==> src/rtl/adc_cmd_pkg.sv <==
// Constants shared by the serial command decoder and its register store
package adc_cmd_pkg;
    // Command byte field positions
    localparam int BIT_CLASS = 7;
    localparam int BIT_ARRAY = 6;
    localparam int CH_HI = 5;
    localparam int CH_LO = 4;
    localparam int BIT_DIR = 3;
    localparam int PTR_HI = 5;
    localparam int PTR_LO = 3;
    localparam int CODE_HI = 2;
    // Register type codes of an access command
    localparam logic [2:0] REG_OFFSET = 3'h1;
    localparam logic [2:0] REG_GAIN = 3'h2;
    localparam logic [2:0] REG_CONFIG = 3'h3;
    localparam logic [2:0] REG_SETUP = 3'h5;
    // Operation codes of a conversion command
    localparam logic [2:0] OP_NORMAL = 3'h0;
    localparam logic [2:0] OP_SELF_OFFSET = 3'h1;
    localparam logic [2:0] OP_SELF_GAIN = 3'h2;
    localparam logic [2:0] OP_SYS_OFFSET = 3'h5;
    localparam logic [2:0] OP_SYS_GAIN = 3'h6;
    // Transfer sizes
    localparam int CMD_BITS = 8;
    localparam int WORD_BITS = 32;
    localparam logic [2:0] SETUP_REGS = 3'h4;
    // 15 fill bytes plus the seven leading ones of the end byte
    localparam logic [6:0] RESYNC_ONES = 7'h7F;
    // Register store word indices
    localparam logic [3:0] BASE_OFFSET = 4'h0;
    localparam logic [3:0] BASE_GAIN = 4'h4;
    localparam logic [3:0] BASE_SETUP = 4'h8;
    localparam logic [3:0] IDX_CONFIG = 4'hC;
    // Reset values
    localparam logic [31:0] RST_OFFSET = 32'h00000000;
    localparam logic [31:0] RST_GAIN = 32'h01000000;
    localparam logic [31:0] RST_SETUP = 32'h00000000;
    localparam logic [31:0] RST_CONFIG = 32'h00000000;
endpackage

==> src/rtl/reg_mem_if.sv <==
// Write and read port between the decoder and its register store
`timescale 1ns/1ps
`default_nettype none
interface reg_mem_if;
    logic we;
    logic [3:0] waddr;
    logic [31:0] wdata;
    logic [3:0] raddr;
    logic [31:0] rdata;
    modport ctrl (output we, output waddr, output wdata, output raddr,
        input rdata);
    modport store (input we, input waddr, input wdata, input raddr,
        output rdata);
endinterface
`default_nettype wire

==> src/rtl/adc_serial_command_decoder.sv <==
// Serial command port: command decode, register transfer and resync
`timescale 1ns/1ps
`default_nettype none
module adc_serial_command_decoder #(
    parameter int NUM_CHANNELS = 4
) (
    input wire logic clock,
    input wire logic rst,
    input wire logic cs_n_pin,
    input wire logic sclk_pin,
    input wire logic sdi_pin,
    input wire logic conversion_done,
    output logic sdo_out,
    output logic sdo_oe,
    output logic convert_start,
    output logic calibrate_start,
    output logic continuous_mode,
    output logic [2:0] setup_pointer,
    output logic [2:0] operation_type,
    output logic conversion_flag,
    output logic command_mode
);
    typedef enum logic [1:0] {ST_COMMAND, ST_WRITE, ST_READ} port_state_e;

    localparam logic [2:0] CHANNELS = 3'(NUM_CHANNELS);

    reg_mem_if mem_bus ();

    reg_store u_store (
        .clock(clock),
        .rst(rst),
        .bus(mem_bus.store)
    );

    // Pins: {cs_n, sclk, sdi}
    logic [2:0] pin_meta_reg;
    logic [2:0] pin_sync_reg;
    logic sclk_prev_reg;
    port_state_e state_reg;
    logic [4:0] bit_cnt_reg;
    logic [31:0] shift_in_reg;
    logic [2:0] words_left_reg;
    logic [3:0] addr_reg;
    logic [31:0] out_shift_reg;
    logic shift_pending_reg;
    logic rd_p1_reg;
    logic rd_p2_reg;
    logic [6:0] ones_cnt_reg;

    logic selected;
    logic sdi_s;
    logic rise;
    logic fall;
    logic resync_hit;
    logic [7:0] cmd;
    logic acc_ok;
    logic [2:0] acc_words;
    logic [3:0] acc_base;
    logic op_ok;
    logic cmd_done;
    logic word_done;

    always_ff @(posedge clock)
    begin
        if (rst)
        begin
            // Idle levels: deselected, clock low, so no false edge follows
            pin_meta_reg <= 3'h4;
            pin_sync_reg <= 3'h4;
            sclk_prev_reg <= 1'b0;
        end
        else
        begin
            pin_meta_reg <= {cs_n_pin, sclk_pin, sdi_pin};
            pin_sync_reg <= pin_meta_reg;
            sclk_prev_reg <= pin_sync_reg[1];
        end
    end

    assign selected = ~pin_sync_reg[2];
    assign sdi_s = pin_sync_reg[0];
    assign rise = selected & pin_sync_reg[1] & ~sclk_prev_reg;
    assign fall = selected & ~pin_sync_reg[1] & sclk_prev_reg;
    assign cmd = {shift_in_reg[6:0], sdi_s};
    assign resync_hit = rise & ~sdi_s & (ones_cnt_reg == adc_cmd_pkg::RESYNC_ONES);
    assign cmd_done = rise & (state_reg == ST_COMMAND)
        & (bit_cnt_reg == 5'(adc_cmd_pkg::CMD_BITS - 1)) & ~resync_hit;
    assign word_done = rise & (state_reg != ST_COMMAND)
        & (bit_cnt_reg == 5'(adc_cmd_pkg::WORD_BITS - 1)) & ~resync_hit;
    assign mem_bus.raddr = addr_reg;

    // Access decode of the byte completing on this edge
    always_comb
    begin
        acc_ok = 1'b0;
        acc_words = 3'h1;
        acc_base = adc_cmd_pkg::IDX_CONFIG;
        case (cmd[adc_cmd_pkg::CODE_HI:0])
            adc_cmd_pkg::REG_OFFSET, adc_cmd_pkg::REG_GAIN:
            begin
                acc_ok = cmd[adc_cmd_pkg::BIT_ARRAY]
                    | ({1'b0, cmd[adc_cmd_pkg::CH_HI:adc_cmd_pkg::CH_LO]}
                    < CHANNELS);
                acc_words = cmd[adc_cmd_pkg::BIT_ARRAY] ? CHANNELS : 3'h1;
                acc_base = (cmd[0] ? adc_cmd_pkg::BASE_OFFSET
                    : adc_cmd_pkg::BASE_GAIN);
            end
            adc_cmd_pkg::REG_SETUP:
            begin
                acc_ok = 1'b1;
                acc_words = cmd[adc_cmd_pkg::BIT_ARRAY]
                    ? adc_cmd_pkg::SETUP_REGS : 3'h1;
                acc_base = adc_cmd_pkg::BASE_SETUP;
            end
            adc_cmd_pkg::REG_CONFIG:
            begin
                acc_ok = 1'b1;
            end
            default:
            begin
                acc_ok = 1'b0;
            end
        endcase
        if (!cmd[adc_cmd_pkg::BIT_ARRAY]
            && cmd[adc_cmd_pkg::CODE_HI:0] != adc_cmd_pkg::REG_CONFIG)
            acc_base = acc_base
                + {2'h0, cmd[adc_cmd_pkg::CH_HI:adc_cmd_pkg::CH_LO]};
        case (cmd[adc_cmd_pkg::CODE_HI:0])
            adc_cmd_pkg::OP_NORMAL:
                op_ok = 1'b1;
            adc_cmd_pkg::OP_SELF_OFFSET, adc_cmd_pkg::OP_SELF_GAIN,
            adc_cmd_pkg::OP_SYS_OFFSET, adc_cmd_pkg::OP_SYS_GAIN:
                op_ok = ~cmd[adc_cmd_pkg::BIT_ARRAY];
            default:
                op_ok = 1'b0;
        endcase
    end

    // Port sequencing; deselect aborts a transfer
    always_ff @(posedge clock)
    begin
        if (rst || !selected || resync_hit)
        begin
            state_reg <= ST_COMMAND;
            bit_cnt_reg <= 5'h00;
            words_left_reg <= 3'h0;
        end
        else if (cmd_done)
        begin
            bit_cnt_reg <= 5'h00;
            if (!cmd[adc_cmd_pkg::BIT_CLASS] && acc_ok)
            begin
                state_reg <= cmd[adc_cmd_pkg::BIT_DIR] ? ST_READ : ST_WRITE;
                words_left_reg <= acc_words;
            end
        end
        else if (word_done)
        begin
            bit_cnt_reg <= 5'h00;
            words_left_reg <= words_left_reg - 3'h1;
            if (words_left_reg == 3'h1)
                state_reg <= ST_COMMAND;
        end
        else if (rise)
        begin
            bit_cnt_reg <= bit_cnt_reg + 5'h01;
        end
    end

    always_ff @(posedge clock)
    begin
        if (rst)
            addr_reg <= 4'h0;
        else if (cmd_done)
            addr_reg <= acc_base;
        else if (word_done)
            addr_reg <= addr_reg + 4'h1;
    end

    always_ff @(posedge clock)
    begin
        if (rst || !selected)
            ones_cnt_reg <= 7'h00;
        else if (rise && !sdi_s)
            ones_cnt_reg <= 7'h00;
        else if (rise && ones_cnt_reg != adc_cmd_pkg::RESYNC_ONES)
            ones_cnt_reg <= ones_cnt_reg + 7'h01;
    end

    always_ff @(posedge clock)
    begin
        if (rst)
            shift_in_reg <= 32'h00000000;
        else if (rise)
            shift_in_reg <= {shift_in_reg[30:0], sdi_s};
    end

    always_ff @(posedge clock)
    begin
        if (rst)
        begin
            mem_bus.we <= 1'b0;
            mem_bus.waddr <= 4'h0;
            mem_bus.wdata <= 32'h00000000;
        end
        else
        begin
            mem_bus.we <= word_done & (state_reg == ST_WRITE);
            mem_bus.waddr <= addr_reg;
            mem_bus.wdata <= {shift_in_reg[30:0], sdi_s};
        end
    end

    // Read words load two cycles after the address moves, long before the
    // next falling edge of a link clock that is far slower than ours
    always_ff @(posedge clock)
    begin
        if (rst || !selected || resync_hit)
        begin
            rd_p1_reg <= 1'b0;
            rd_p2_reg <= 1'b0;
            shift_pending_reg <= 1'b0;
            out_shift_reg <= 32'h00000000;
        end
        else
        begin
            rd_p1_reg <= (cmd_done & ~cmd[adc_cmd_pkg::BIT_CLASS] & acc_ok
                & cmd[adc_cmd_pkg::BIT_DIR])
                | (word_done & (state_reg == ST_READ)
                & (words_left_reg != 3'h1));
            rd_p2_reg <= rd_p1_reg;
            if (rd_p2_reg)
                out_shift_reg <= mem_bus.rdata;
            else if (fall && shift_pending_reg)
                out_shift_reg <= {out_shift_reg[30:0], 1'b0};
            if (rise && state_reg == ST_READ && !word_done)
                shift_pending_reg <= 1'b1;
            else if (fall)
                shift_pending_reg <= 1'b0;
        end
    end

    always_ff @(posedge clock)
    begin
        if (rst)
        begin
            sdo_out <= 1'b0;
            sdo_oe <= 1'b0;
            command_mode <= 1'b1;
        end
        else
        begin
            sdo_out <= out_shift_reg[31];
            sdo_oe <= selected;
            command_mode <= (state_reg == ST_COMMAND);
        end
    end

    // Conversion and calibration launch
    always_ff @(posedge clock)
    begin
        if (rst)
        begin
            convert_start <= 1'b0;
            calibrate_start <= 1'b0;
            continuous_mode <= 1'b0;
            setup_pointer <= 3'h0;
            operation_type <= 3'h0;
        end
        else
        begin
            convert_start <= 1'b0;
            calibrate_start <= 1'b0;
            if (cmd_done && cmd[adc_cmd_pkg::BIT_CLASS] && op_ok)
            begin
                setup_pointer <= cmd[adc_cmd_pkg::PTR_HI:adc_cmd_pkg::PTR_LO];
                operation_type <= cmd[adc_cmd_pkg::CODE_HI:0];
                if (cmd[adc_cmd_pkg::CODE_HI:0] == adc_cmd_pkg::OP_NORMAL)
                begin
                    convert_start <= 1'b1;
                    continuous_mode <= cmd[adc_cmd_pkg::BIT_ARRAY];
                end
                else
                begin
                    calibrate_start <= 1'b1;
                    continuous_mode <= 1'b0;
                end
            end
        end
    end

    // Set wins so a result finishing with the null byte is still flagged
    always_ff @(posedge clock)
    begin
        if (rst)
            conversion_flag <= 1'b0;
        else if (conversion_done)
            conversion_flag <= 1'b1;
        else if (cmd_done && cmd == 8'h00 && continuous_mode)
            conversion_flag <= 1'b0;
    end
endmodule
`default_nettype wire

==> src/rtl/reg_store.sv <==
// Offset, gain, setup and configuration words with a registered read port
`timescale 1ns/1ps
`default_nettype none
module reg_store (
    input wire logic clock,
    input wire logic rst,
    reg_mem_if.store bus
);
    logic [31:0] mem_reg [16];

    function automatic logic [31:0] reset_value(input logic [3:0] idx);
        if (idx >= adc_cmd_pkg::IDX_CONFIG)
            reset_value = adc_cmd_pkg::RST_CONFIG;
        else if (idx >= adc_cmd_pkg::BASE_SETUP)
            reset_value = adc_cmd_pkg::RST_SETUP;
        else if (idx >= adc_cmd_pkg::BASE_GAIN)
            reset_value = adc_cmd_pkg::RST_GAIN;
        else
            reset_value = adc_cmd_pkg::RST_OFFSET;
    endfunction

    always_ff @(posedge clock)
    begin
        if (rst)
        begin
            for (int i = 0; i < 16; i++)
                mem_reg[i] <= reset_value(4'(i));
        end
        else if (bus.we)
        begin
            mem_reg[bus.waddr] <= bus.wdata;
        end
    end

    always_ff @(posedge clock)
    begin
        if (rst)
            bus.rdata <= 32'h00000000;
        else
            bus.rdata <= mem_reg[bus.raddr];
    end
endmodule
`default_nettype wire

==> config.mk <==
export PLATFORM = sky130hd
export DESIGN_NAME = adc_serial_command_decoder
export DESIGN_NICKNAME = d
export VERILOG_FILES = /design/src/rtl/adc_cmd_pkg.sv /design/src/rtl/reg_mem_if.sv /design/src/rtl/adc_serial_command_decoder.sv /design/src/rtl/reg_store.sv
export SDC_FILE = /design/constraint.sdc
export NUM_CORES = 1
export LEC_CHECK = 0
export BUFFER_PORTS_ARGS = -buffer_cell sky130_fd_sc_hd__buf_2
export CAP_MARGIN = 20
export CORE_ASPECT_RATIO = 1.25
export CORE_MARGIN = 4
export CORE_UTILIZATION = 40
export DETAILED_ROUTE_END_ITERATION = 7
export SLEW_MARGIN = 40
export SYNTH_ARGS = -nofsm -noshare
export SYNTH_HDL_FRONTEND = slang
export SYNTH_HIERARCHICAL = 1
export SYNTH_SLANG_ARGS = --single-unit
==> constraint.sdc <==
create_clock -name clock -period 5 [get_ports clock]
set_clock_uncertainty 0.05 [all_clocks]
set_input_delay 0.75 -clock clock [delete_from_list [all_inputs] [get_ports clock]]
set_output_delay 0.75 -clock clock [all_outputs]
set_load 0.01 [all_outputs]
## Yosys cells after proc, flatten, opt, wreduce, memory -nomap -nowiden

Memories as Yosys holds them, arrays and structs flattened. A register that Yosys moved wholly into a read port is not among the register bits.
Index checks and enable logic that the tools add are counted.
Widths: inputs -> output; s select.

- Memories kept: 1
- Flip-flop bits (word level): 144
- Memory bits (writable): 512
- Logic and storage cells: 145
- Input port bits: 6
- Output and inout bits: 13

Memories:

| memory | depth | width | read ports | clocked after memory_dff | wr ports | line | RTL |
|---|---|---|---|---|---|---|---|
| u_store.mem_reg | 16 | 32 | 1 | 1 | 16 | reg_store.sv:9 | `logic [31:0] mem_reg [16];` |

- Bitwise operators: 27
- Eq/ne operators: 15
- Mux-type cells: 36
- $add $sub $neg: 5
- Reductions and logical operators: 36

Operators by type and width:

| cell | number |
|---|---|
| $mux 32 | 5 |
| $reduce_or 32->1 | 1 |
| $and 1x1->1 | 18 |
| $mux 3 | 6 |
| $mux 4 | 4 |
| $mux 1 | 14 |
| $reduce_bool 2->1 | 6 |
| $logic_and 1x1->1 | 11 |
| $mux 2 | 5 |
| $logic_not 8->1 | 1 |
| $not 1->1 | 8 |
| $pmux 4 s2 | 1 |
| $reduce_or 4->1 | 2 |
| $add 7x1->7 const B | 1 |
| $eq 7x7->1 const B | 1 |
| $ne 7x7->1 const B | 1 |
| $eq 3x1->1 const B | 2 |
| $eq 3x2->1 const B | 2 |
| $eq 3x3->1 const B | 2 |
| $reduce_or 2->1 | 3 |
| $reduce_or 3->1 | 2 |
| $add 5x1->5 const B | 1 |
| $eq 5x3->1 const B | 1 |
| $eq 5x5->1 const B | 1 |
| other kinds (16) | 20 |

## Logic depth before layout (Yosys ltp)

Gate-level depths: netlist (run 1).

- Depth after elaboration: 11
- Depth in mapped cells: 8
- Depth with buffers taken out: 8

## By module

Netlist (run 1), hierarchy kept.

By module, submodules not included:

| module | instances | cells an instance | sequential area each (um^2) | area an instance (um^2) |
|---|---|---|---|---|
| reg_store | 1 | 1708 | 16015.4 | 24071.8 |
| adc_serial_command_decoder | 1 | 550 | 2882.8 | 5330.1 |

## Least setup slack after synthesis (run 1)

Ideal clock, no wire load.

- Kind: input-to-reg
- Start point: input port rst
- End point: memory u_store.mem_reg[12][0] (enable)
- Setup time: 375 ps
- Buffers on the path: 1
- Stages: 4
- Data arrival time: 1989 ps
- Setup slack: 2587 ps
- Required time: 4575 ps
- Cell sequence: clkbuf_1 -> nand4b_1 -> nor3_1 -> or2_2

RTL lines:

| item | line | RTL |
|---|---|---|
| start: declaration | adc_serial_command_decoder.sv:8 | `input wire logic rst,` |
| end: declaration | reg_store.sv:9 |  |

==> run metrics, run 1 <==
outcome complete, no violations; worst vdd ir 256 uV; DPL Wire Length 50600 um; Post-Synthesis Cell Area 29400 um^2; final hold vios 0; switching part of the total 20.9%; launching point of the worst reg2reg path addr_reg[2]; Starting Density 40.6%; routability congestion estimate from global placement 0.835; Cell Int Power 9.38 mW; Sequential Power Share 54.3%; area of the core 72400 um^2; post-CTS sizing 0; Worst-path clk slew 0.06 ns; aggregate routed wire length 79800 um; crit-path max FO 27; vias in the first global route 17500; TritonCTS Buffers 69; # rows 110; flop-to-flop setup slack 1.94 ns; Clk pwr share 43.1%; Starting DRT DRC Count 1653; Rel. slew slack 40.7%; worst slew pin tran 0.889 ns; worst-case reg-to-reg path depth 5; Post-layout nets 2225; crit path capture type register; die width 250 um; pwr/cell area 362 nW/um^2; vias per inst 5.42; Final Max Tran Viols 0; maxcap violations 0; sequential share of the synthesized area 64.3%; count of distinct cell types in the synthesized netlist 63; Logic pwr share 2.6%; Setup CP Type register to register; Filler cells 6568; sw power 2.47 mW; largest net degree at the start of global routing 67; wire per inst 24.8 um; layout cells sized above 1 10.9%; Clock H-tree levels 3; worst hold path stage count 2; Leak 10.9 nW; EDFF count, synth 512; Post-Syn Nets 2270; YS warnings 6; total track usage 20.0%; die height 311 um; Area growth syn-to-layout 11.4%; CP arrival 3.45 ns; synthesized area per cell 13.0 um^2; Fmax 327 MHz; number of routed nets with antenna violations 0; crit path time final 3.06 ns; Final setup viols 0; Hold WC Path Type primary input to register; Synth Instances 2258; worst hold start cs_n_pin; grt ovf 0; Yosys top cell area share 52.3%; via count 17500; ys flop type edfxtp_1; Root Driver clkbuf_16; Longest Clk Path Bufs 3; FF/Latch Area 18900 um^2; post-layout util 45.3%; PortBufs 18; synth cell count leaders 512 x edfxtp_1, 510 x and2_1, 272 x mux2i_1; reg2reg end u_store/bus.rdata[29]; most frequent cell after synthesis edfxtp_1; CTS sink cnt 688; part of the cycle the worst path needs 61.2%; first-pass GRT wire length 116000 um; critical path required time 5.39 ns; drt first pass iters 6; post-synthesis async set-or-reset flop share 0%; initial antenna violation count 1; I/O pin total 19; Worst Hold Endpoint pin_meta_reg[2]; largest cells by area after synthesis edfxtp_1 52%, dfxtp_1 12%, and2_1 11%; post-route setup TNS 0 ns; DRC 0; Post-CTS Setup Inserts 0; number of flip-flops in the largest register 512; Worst-Skew Late Latency 0.61 ns; CTS Hold Bufs 0; post-synthesis sequential element count 688; Multi-input gate area 9860 um^2; cell taking the most area after synthesis edfxtp_1; Die Footprint 77900 um^2; CTS tree built; RSZ-0062 raised after global routing false; critical path launch point type register
## critical path, cell delays in order (launching register included)
cell,delay (ns)
dfxtp_1,0.82
nor2b_4,0.79
buf_4,0.47
a22oi_1,0.25
nand3_1,0.33
o21ai_0,0.15
## placed cells by master, fill, tap and decap left out, types with 33 or more instances in the layout
cell       count
buf_4         36
nand2_1       61
a22oi_1      104
nor2b_1       39
clkbuf_16     72
nor2_1       103
o21ai_0       33
mux2i_1      272
and2_1       509
edfxtp_1     512
a21oi_1       42
dfxtp_1      151
## metrics by stage
step | cells | worst slack, ns | total power [mW] | hold slack, ns | cell area (um^2)
floorplan | 2258 | 2.59 | 6.69 | 0.339 | 29400
global placement | 3091 | 1.44 | 6.85 | 0.346 | 30400
detailed placement | 3092 | 1.40 | 6.86 | 0.352 | 30400
CTS | 3218 | 2.05 | 12.0 | 0.249 | 32700
global route | 3220 | 1.96 | 12.2 | 0.279 | 32800
finish | 3222 | 1.94 | 11.9 | 0.286 | 32800
## worst max path at each step
stage,from,endpoint,slack [ns],cells after the start
5_1_grt,addr_reg[2],u_store/bus.rdata[26],1.96,5
6_report,addr_reg[2],u_store/bus.rdata[29],1.94,5
2_1_floorplan,rst,u_store/mem_reg[12][0],2.59,4
4_1_cts,addr_reg[2],u_store/bus.rdata[29],2.05,5
3_3_place_gp,rst,u_store/mem_reg[1][13],1.44,4
3_5_place_dp,rst,u_store/mem_reg[1][14],1.40,4
## power by group through the flow
stage	registers [mW]	logic [mW]	clock network (mW)
floorplan	6.51	0.182	0
global placement	6.55	0.296	0
detailed placement	6.56	0.304	0
CTS	6.44	0.304	5.22
global route	6.45	0.328	5.44
finish	6.43	0.310	5.11
## layout make-up
| class | instances | share of cell area (%) |
|---|---|---|
| flip-flops and latches | 688 | 57.8 |
| multi-input cells | 1382 | 30.1 |
| clock buffers | 101 | 6.11 |
| well taps | 952 | 3.64 |
| repair buffers | 60 | 1.54 |
| clock inverters | 25 | 0.684 |
| inverters | 12 | 0.137 |
| diodes | 2 | 0.0153 |
## metal layers
layer / wire [um] / global-route usage [%] / up-vias
met5: 0 / 0 / -
met4: 3390 / 8.73 / 0
met3: 4570 / 2.88 / 153
met2: 39600 / 33.9 / 515
met1: 32200 / 25.4 / 8822
li1: - / - / 7976
## cell families (layout without fill, tap and decap cells)
logic type	Yosys count	count (layout)	share of synthesized area (%)
simple gates	831	831	16.3
mux	285	285	10.2
flops	688	688	64.3
xor+xnor	6	6	0.179
buf+inv	188	198	2.73
other cells	0	2	0
fa+ha+maj	6	6	0.255
compound gates	254	254	6.06
Power figures use the tool's default switching activity.
==> run 2, diff against run 1 <==
--- a/config.mk
+++ b/config.mk
@@ -5,6 +5,7 @@
 export SDC_FILE = /design/constraint.sdc
 export NUM_CORES = 1
 export LEC_CHECK = 0
+export ABC_AREA = 1
 export BUFFER_PORTS_ARGS = -buffer_cell sky130_fd_sc_hd__buf_2
 export CAP_MARGIN = 20
 export CORE_ASPECT_RATIO = 1.25
==> constraint.sdc (replaced) <==
create_clock -name clock -period 2.9 [get_ports clock]
set_clock_uncertainty 0.05 [all_clocks]
set_input_delay 0.435 -clock clock [delete_from_list [all_inputs] [get_ports clock]]
set_output_delay 0.435 -clock clock [all_outputs]
set_load 0.01 [all_outputs]
==> run 2 against run 1 <==
Largest cell class unchanged. Sequential share of layout area is 1.8 points lower. Design area is 3.0% higher. Clock power is 70% higher. Combinational power is 120% higher. First-iteration DRC count is 28% higher. Synthesized area is 3.8% higher. Setup slack worse by 1.3 ns.
==> run metrics, run 2 <==
worst hold start rst; sequential share of the synthesized area 61.9% (-2.3 points); Root Driver clkbuf_16; drt first pass iters 5 (-1); RSZ-0062 raised after global routing false; CP max-delay cell inv_8; most frequent CP cell nand2_1; Crit path max-delay family buffers and inverters; Setup WS pre-CTS 0.585 ns (-0.817 ns); Starting DRT DRC Count 2124 (+28%); Finished Cell Area 33800 um^2 (+3.0%); ys flop type edfxtp_1; Clock H-tree levels 3 (unchanged); Worst-path clk slew 0.07 ns (about the same); crit path capture type register; EDFF count, synth 512 (unchanged); DRC 0 (unchanged); commonest non-fill, non-tap cell in the layout nand2_1; CTS tree built; CTS sink cnt 688 (unchanged); Worst-Skew Late Latency 0.60 ns (about the same); PortBufs 18 (unchanged); post-route setup TNS 0 ns (unchanged); maxcap violations 0 (unchanged); Rel. slew slack 45.3% (+4.6 points); Setup CP Type register to register; Area growth syn-to-layout 10.6%; TritonCTS Buffers 68 (-1.4%); crit-path max FO 95 (+250%); outcome complete, no violations; first-pass GRT wire length 128000 um (+10%); aggregate routed wire length 84400 um (+5.8%); diode count 0 (-2); Yosys top cell area share 50.4% (-1.9 points); part of the cycle the worst path needs 78.7% (+17 points); CP arrival 2.74 ns (-0.71 ns); vias per inst 5.09 (-6.1%); most frequent cell after synthesis nand2_1; total track usage 20.8% (+0.87 points); Synth Instances 3408 (+51%); total power 20.4 mW (+72%); synth cell count leaders 878 x nand2_1, 562 x nor2_1, 512 x edfxtp_1; post-synthesis sequential element count 688 (unchanged); crit path time final 2.28 ns (-0.778 ns); Leak 13.2 nW (+21%); area share of and/or/nand/nor cells after synthesis 25.2% (+8.9 points); area of the core 75100 um^2 (+3.8%); tightest hold margin 0.0499 ns (-0.236 ns); DPL Wire Length 48700 um (-3.7%); worst slew pin tran 0.820 ns (-0.0694 ns); final worst setup slack 0.619 ns (-1.32 ns); Post-Synthesis Cell Area 30500 um^2 (+3.8%); # rows 112 (+1.8%); Hold WC Path Type primary input to register; post-synthesis mux area share 0% (-10 points); adder-cell share of the synthesized area 0.246% (-0.0093 points); Final Max Tran Viols 0 (unchanged); cell taking the most area after synthesis edfxtp_1; Starting Density 40.6% (about the same); largest cells by area after synthesis edfxtp_1 50%, dfxtp_1 12%, nand2_1 11%; Critical Path, Cell by Cell inv_8 > buf_4 > nand2_1 > nand2_1 > nand2_1 > nand3_1 > nand3_1 > a21oi_1; CP Launch Point addr_reg[0]; max incr delay on CP 0.49 ns (-0.33 ns); routability congestion estimate from global placement 0.824 (-1.3%); crit path buf inv count 2 (+1); worst vdd ir 444 uV (+73%); initial antenna violation count 0 (-1); compound-gate portion of the synthesized area 3.36% (-2.7 points); Post-CTS Setup Inserts 0 (unchanged); grt ovf 0 (unchanged); vias in the first global route 21500 (+23%); launching point of the worst reg2reg path addr_reg[0]; Post-layout nets 3360 (+51%); final hold vios 0 (unchanged); YS warnings 6 (unchanged); I/O pin total 19 (unchanged); via count 22300 (+27%); largest family of logic cells by synthesized area simple AND/OR/NAND/NOR gates; critical path required time 3.36 ns (-2.03 ns); synthesized area per cell 8.95 um^2 (-31%); die height 317 um (+1.8%); Die Footprint 80800 um^2 (+3.7%); wire per inst 19.3 um (-22%); Final setup viols 0 (unchanged); number of flip-flops in the largest register 512 (unchanged); number of routed nets with antenna violations 0 (unchanged); post-synthesis async set-or-reset flop share 0% (unchanged); most frequent cells in the layout 847 x nand2_1, 562 x nor2_1, 512 x edfxtp_1, 415 x inv_1, 348 x nand3_1; fraction of synthesized cell area in xor and xnor cells 0.0861% (-0.093 points); layout cells sized above 1 7.97% (-3.0 points); die width 255 um (+1.8%); Longest Clk Path Bufs 3 (unchanged); largest net degree at the start of global routing 102 (+52%); placed cell area 31500 um^2 (+3.6%); pwr/cell area 606 nW/um^2 (+67%); count of distinct cell types in the synthesized netlist 44 (-30%); Fmax 438 MHz (+34%); critical path launch point type register; Post-Syn Nets 3420 (+51%)
## run 2: worst paths after layout
check	to	slack, ns	cells past startpoint
setup / recovery	u_store/bus.rdata[19]	0.62	8
hold / removal	sdo_oe	0.05	2
setup reg to reg	u_store/bus.rdata[19]	0.62	8
hold reg to reg	rd_p2_reg	0.35	2
## run 2: layout make-up
cell class	count	area, um^2
flip-flops and latches	688	18900
multi-input cells	2071	8900
well taps	969	1210
fillers	7168	41400
repair buffers	93	941
clock inverters	21	125
clock buffers	102	2050
inverters	426	1620
## run 2: routing by layer
layer  GRT usage [%]  wire length (um)  vias up
li1                -                 -    10700
met1            26.3             34200    10700
met2            36.2             41700      732
met3            2.51              5230      188
met4            8.82              3340        0
met5               0                 0        -
## run 2: timing repair
item                                   in CTS  in global routing
setup endpoints to repair                   0                  0
hold buffers                                4                  0
resized for setup                           0                  0
endpoints found under the hold margin       4                  0
## run 2: logic make-up (layout without fill, tap and decap cells)
| kind of cell | Yosys count | count (layout) |
|---|---|---|
| AO/OA/AOI/OAI | 198 | 198 |
| XOR/XNOR | 3 | 3 |
| adder cells (fa/ha/maj) | 6 | 6 |
| buffers and inverters | 649 | 642 |
| flip-flops | 688 | 688 |
| AND/OR/NAND/NOR | 1864 | 1864 |
## run 2: through the flow
stage / cells / util [%]
after detailed placement: 4243 / 42.0
after global placement: 4243 / 42.0
after floorplan: 3408 / -
final: 4370 / 44.9
after CTS: 4370 / 44.9
after global routing: 4370 / 44.9
## run 2: worst reg2reg max path, delay by kind of cell, from the launching register on
kind	cells	cell delay, ns
AO/OA/AOI/OAI	1	0.25
buffers and inverters	2	1.03
flip-flops	1	0.45
AND/OR/NAND/NOR	5	0.41
## run 2: where the power goes
part | internal, mW | total (mW) | switching (mW) | leakage (nW)
clock | 4.98 | 8.71 | 3.73 | 1.06
sequential | 10.9 | 11.1 | 0.121 | 6.29
combinational | 0.193 | 0.675 | 0.482 | 5.83
total | 16.1 | 20.4 | 4.33 | 13.2
==> run 3, diff against run 2 <==
==> constraint.sdc (replaced) <==
create_clock -name clock -period 2.27 [get_ports clock]
set_clock_uncertainty 0.05 [all_clocks]
set_input_delay 0.3405 -clock clock [delete_from_list [all_inputs] [get_ports clock]]
set_output_delay 0.3405 -clock clock [all_outputs]
set_load 0.01 [all_outputs]
==> run 3 against run 2 <==
Flip-flop and latch count stayed put. Final cell count is 0.57% higher. Global-route usage is 0.27 points lower. Via count is 0.13% higher. Count of clock-buffer cells in the layout is 4 lower. Wire length is 1.8% lower. Sequential power is 27% higher. Clock power is 30% higher. Setup slack worse by 0.47 ns. Critical path type unchanged. Critical path depth is 3 higher. Largest cell class unchanged. Sequential share of layout area is 0.52 points lower. Worst hold slack better by 0.30 ns. Highest routed layer unchanged.
==> run metrics, run 3 (synthesis results as in run 2) <==
# rows 112 (unchanged); Worst-path clk slew 0.06 ns (about the same); most frequent cells in the layout 847 x nand2_1, 562 x nor2_1, 512 x edfxtp_1, 415 x inv_1, 348 x nand3_1; Filler cells 7200 (+0.45%); area of the core 75100 um^2 (unchanged); wire per inst 18.9 um (-2.4%); max incr delay on CP 0.55 ns (+0.06 ns); drt first pass iters 6 (+1); CP Launch Point bit_cnt_reg[1]; Starting Density 40.6% (unchanged); DRC 0 (unchanged); aggregate routed wire length 82900 um (-1.8%); first-pass GRT wire length 127000 um (-0.97%); DPL Wire Length 49300 um (+1.2%); Cell Int Power 20.9 mW (+29%); worst hold start pin_meta_reg[1]; PortBufs 18 (unchanged); number of routed nets with antenna violations 0 (unchanged); number of flip-flops in the largest register 512 (unchanged); vias per inst 5.07 (-0.43%); launching point of the worst reg2reg path bit_cnt_reg[1]; Clk pwr share 43.0% (+0.4 points); die height 317 um (unchanged); Final setup viols 0 (unchanged); Final Max Tran Viols 0 (unchanged); pwr/cell area 772 nW/um^2 (+27%); Leak 13.3 nW (+1.2%); routability congestion estimate from global placement 0.826 (+0.28%); Root Driver clkbuf_16; Longest Clk Path Bufs 3 (unchanged); post-layout util 45.4% (+0.42 points); sw power 5.44 mW (+25%); crit path capture type register; Die Footprint 80800 um^2 (unchanged); post-route setup TNS 0 ns (unchanged); Hold WC Path Type register to register; CP arrival 2.56 ns (-0.18 ns); placed cell count 4263 (+0.47%); Area growth syn-to-layout 11.7%; Finished Cell Area 34100 um^2 (+0.94%); crit path time final 2.12 ns (-0.159 ns); Rel. slew slack 46.1% (+0.84 points); via count 22300 (+0.13%); initial antenna violation count 0 (unchanged); layout cells sized above 1 8.61% (+0.64 points); crit-path max FO 7 (-93%); Post-Layout Cell Count 4395 (+0.57%); CP max-delay cell dlygate4sd3_1; critical path required time 2.70 ns (-0.66 ns); final hold vios 0 (unchanged); Post-layout nets 3387 (+0.80%); Crit path max-delay family buffers and inverters; part of the cycle the worst path needs 93.5% (+15 points); grt ovf 0 (unchanged); total track usage 20.6% (-0.27 points); RSZ-0062 raised after global routing false; outcome complete, no violations; Fmax 471 MHz (+7.5%); most frequent CP cell nand3_1; Worst-Skew Late Latency 0.61 ns (about the same); Sequential Power Share 53.7% (-0.4 points); placed cell area 31800 um^2 (+0.71%); TritonCTS Buffers 68 (unchanged); critical path launch point type register; maxcap violations 0 (unchanged); CTS sink cnt 688 (unchanged); I/O pin total 19 (unchanged); Starting DRT DRC Count 2034 (-4.2%); largest net degree at the start of global routing 101 (-0.98%); Clock H-tree levels 3 (unchanged); CTS tree built; commonest non-fill, non-tap cell in the layout nand2_1; vias in the first global route 21300 (-1.1%); Logic pwr share 3.3% (about the same); worst vdd ir 573 uV (+29%); tightest hold margin 0.350 ns (+0.300 ns); worst slew pin tran 0.807 ns (-0.0127 ns); switching part of the total 20.7% (-0.51 points); crit path buf inv count 3 (+1); Critical Path, Cell by Cell ha_2 > nand2_1 > inv_1 > nand3_1 > nor2_4 > nand2_8 > inv_6 > nand3_1 > a21oi_1 > nor2_1 > dlygate4sd3_1; Setup CP Type register to register; die width 255 um (unchanged); diode count 0 (unchanged)
## run 3: cell types whose count changed in the layout (fill, tap and decap cells not counted), sizes merged
cell | before | now
bufinv | 1 | 6
clkinvlp | 2 | 1
clkinv | 18 | 16
buf | 89 | 114
dlygate4sd3 | 4 | 6
clkbuf | 102 | 98
## run 3: what timing repair did
item	CTS	global route
setup endpoints to repair	0	1
hold endpoints to repair	6	0
hold buffers	6	0
buffers inserted	0	5
gates resized for setup	0	4
## run 3: worst paths after layout
path                                   endpoint  slack (ns)  cells past startpoint
worst max-delay path            conversion_flag        0.15                     11
worst min-delay path            pin_sync_reg[1]        0.35                      2
worst max register to register  conversion_flag        0.15                     11
worst min register to register  pin_sync_reg[1]        0.35                      2
## run 3: per-layer routing
metal	share of wire, %	up-vias	wire (um)	GRT usage [%]
met3	7.0	160	5830	3.16
li1	-	10700	-	-
met4	3.7	0	3070	7.89
met1	41	10600	34200	27.2
met2	48	753	39800	34.3
met5	0	-	0	0
## run 3: cell type report
class / count / area, um^2 / share of cell area [%]
inverter: 426 / 1620 / 4.75
multi-input combinational: 2071 / 8900 / 26.1
sequential: 688 / 18900 / 55.5
timing repair buffer: 120 / 1230 / 3.60
clock inverter: 23 / 260 / 0.764
clock buffer: 98 / 1940 / 5.69
tap: 969 / 1210 / 3.56
## run 3: metrics by stage
| stage | setup slack (ns) | total power [mW] |
|---|---|---|
| 2_1_floorplan | 0.00170 | 14.9 |
| 3_3_place_gp | 0.262 | 15.2 |
| 3_5_place_dp | 0.246 | 15.2 |
| 4_1_cts | 0.0805 | 26.5 |
| 5_1_grt | 0.00989 | 27.1 |
| 6_report | 0.148 | 26.3 |
## run 3: worst min-delay path, stage by stage (launching register included)
cell and delay [ns]:
dfxtp_1 0.29, inv_1 0.04, nor2_1 0.03
## run 3: power groups by stage
stage	Clock [mW]	Sequential [mW]	Combinational (mW)
floorplan	0	14.4	0.531
global placement	0	14.4	0.855
detailed placement	0	14.4	0.865
CTS	11.5	14.1	0.878
global route	12.0	14.2	0.978
finish	11.3	14.1	0.874
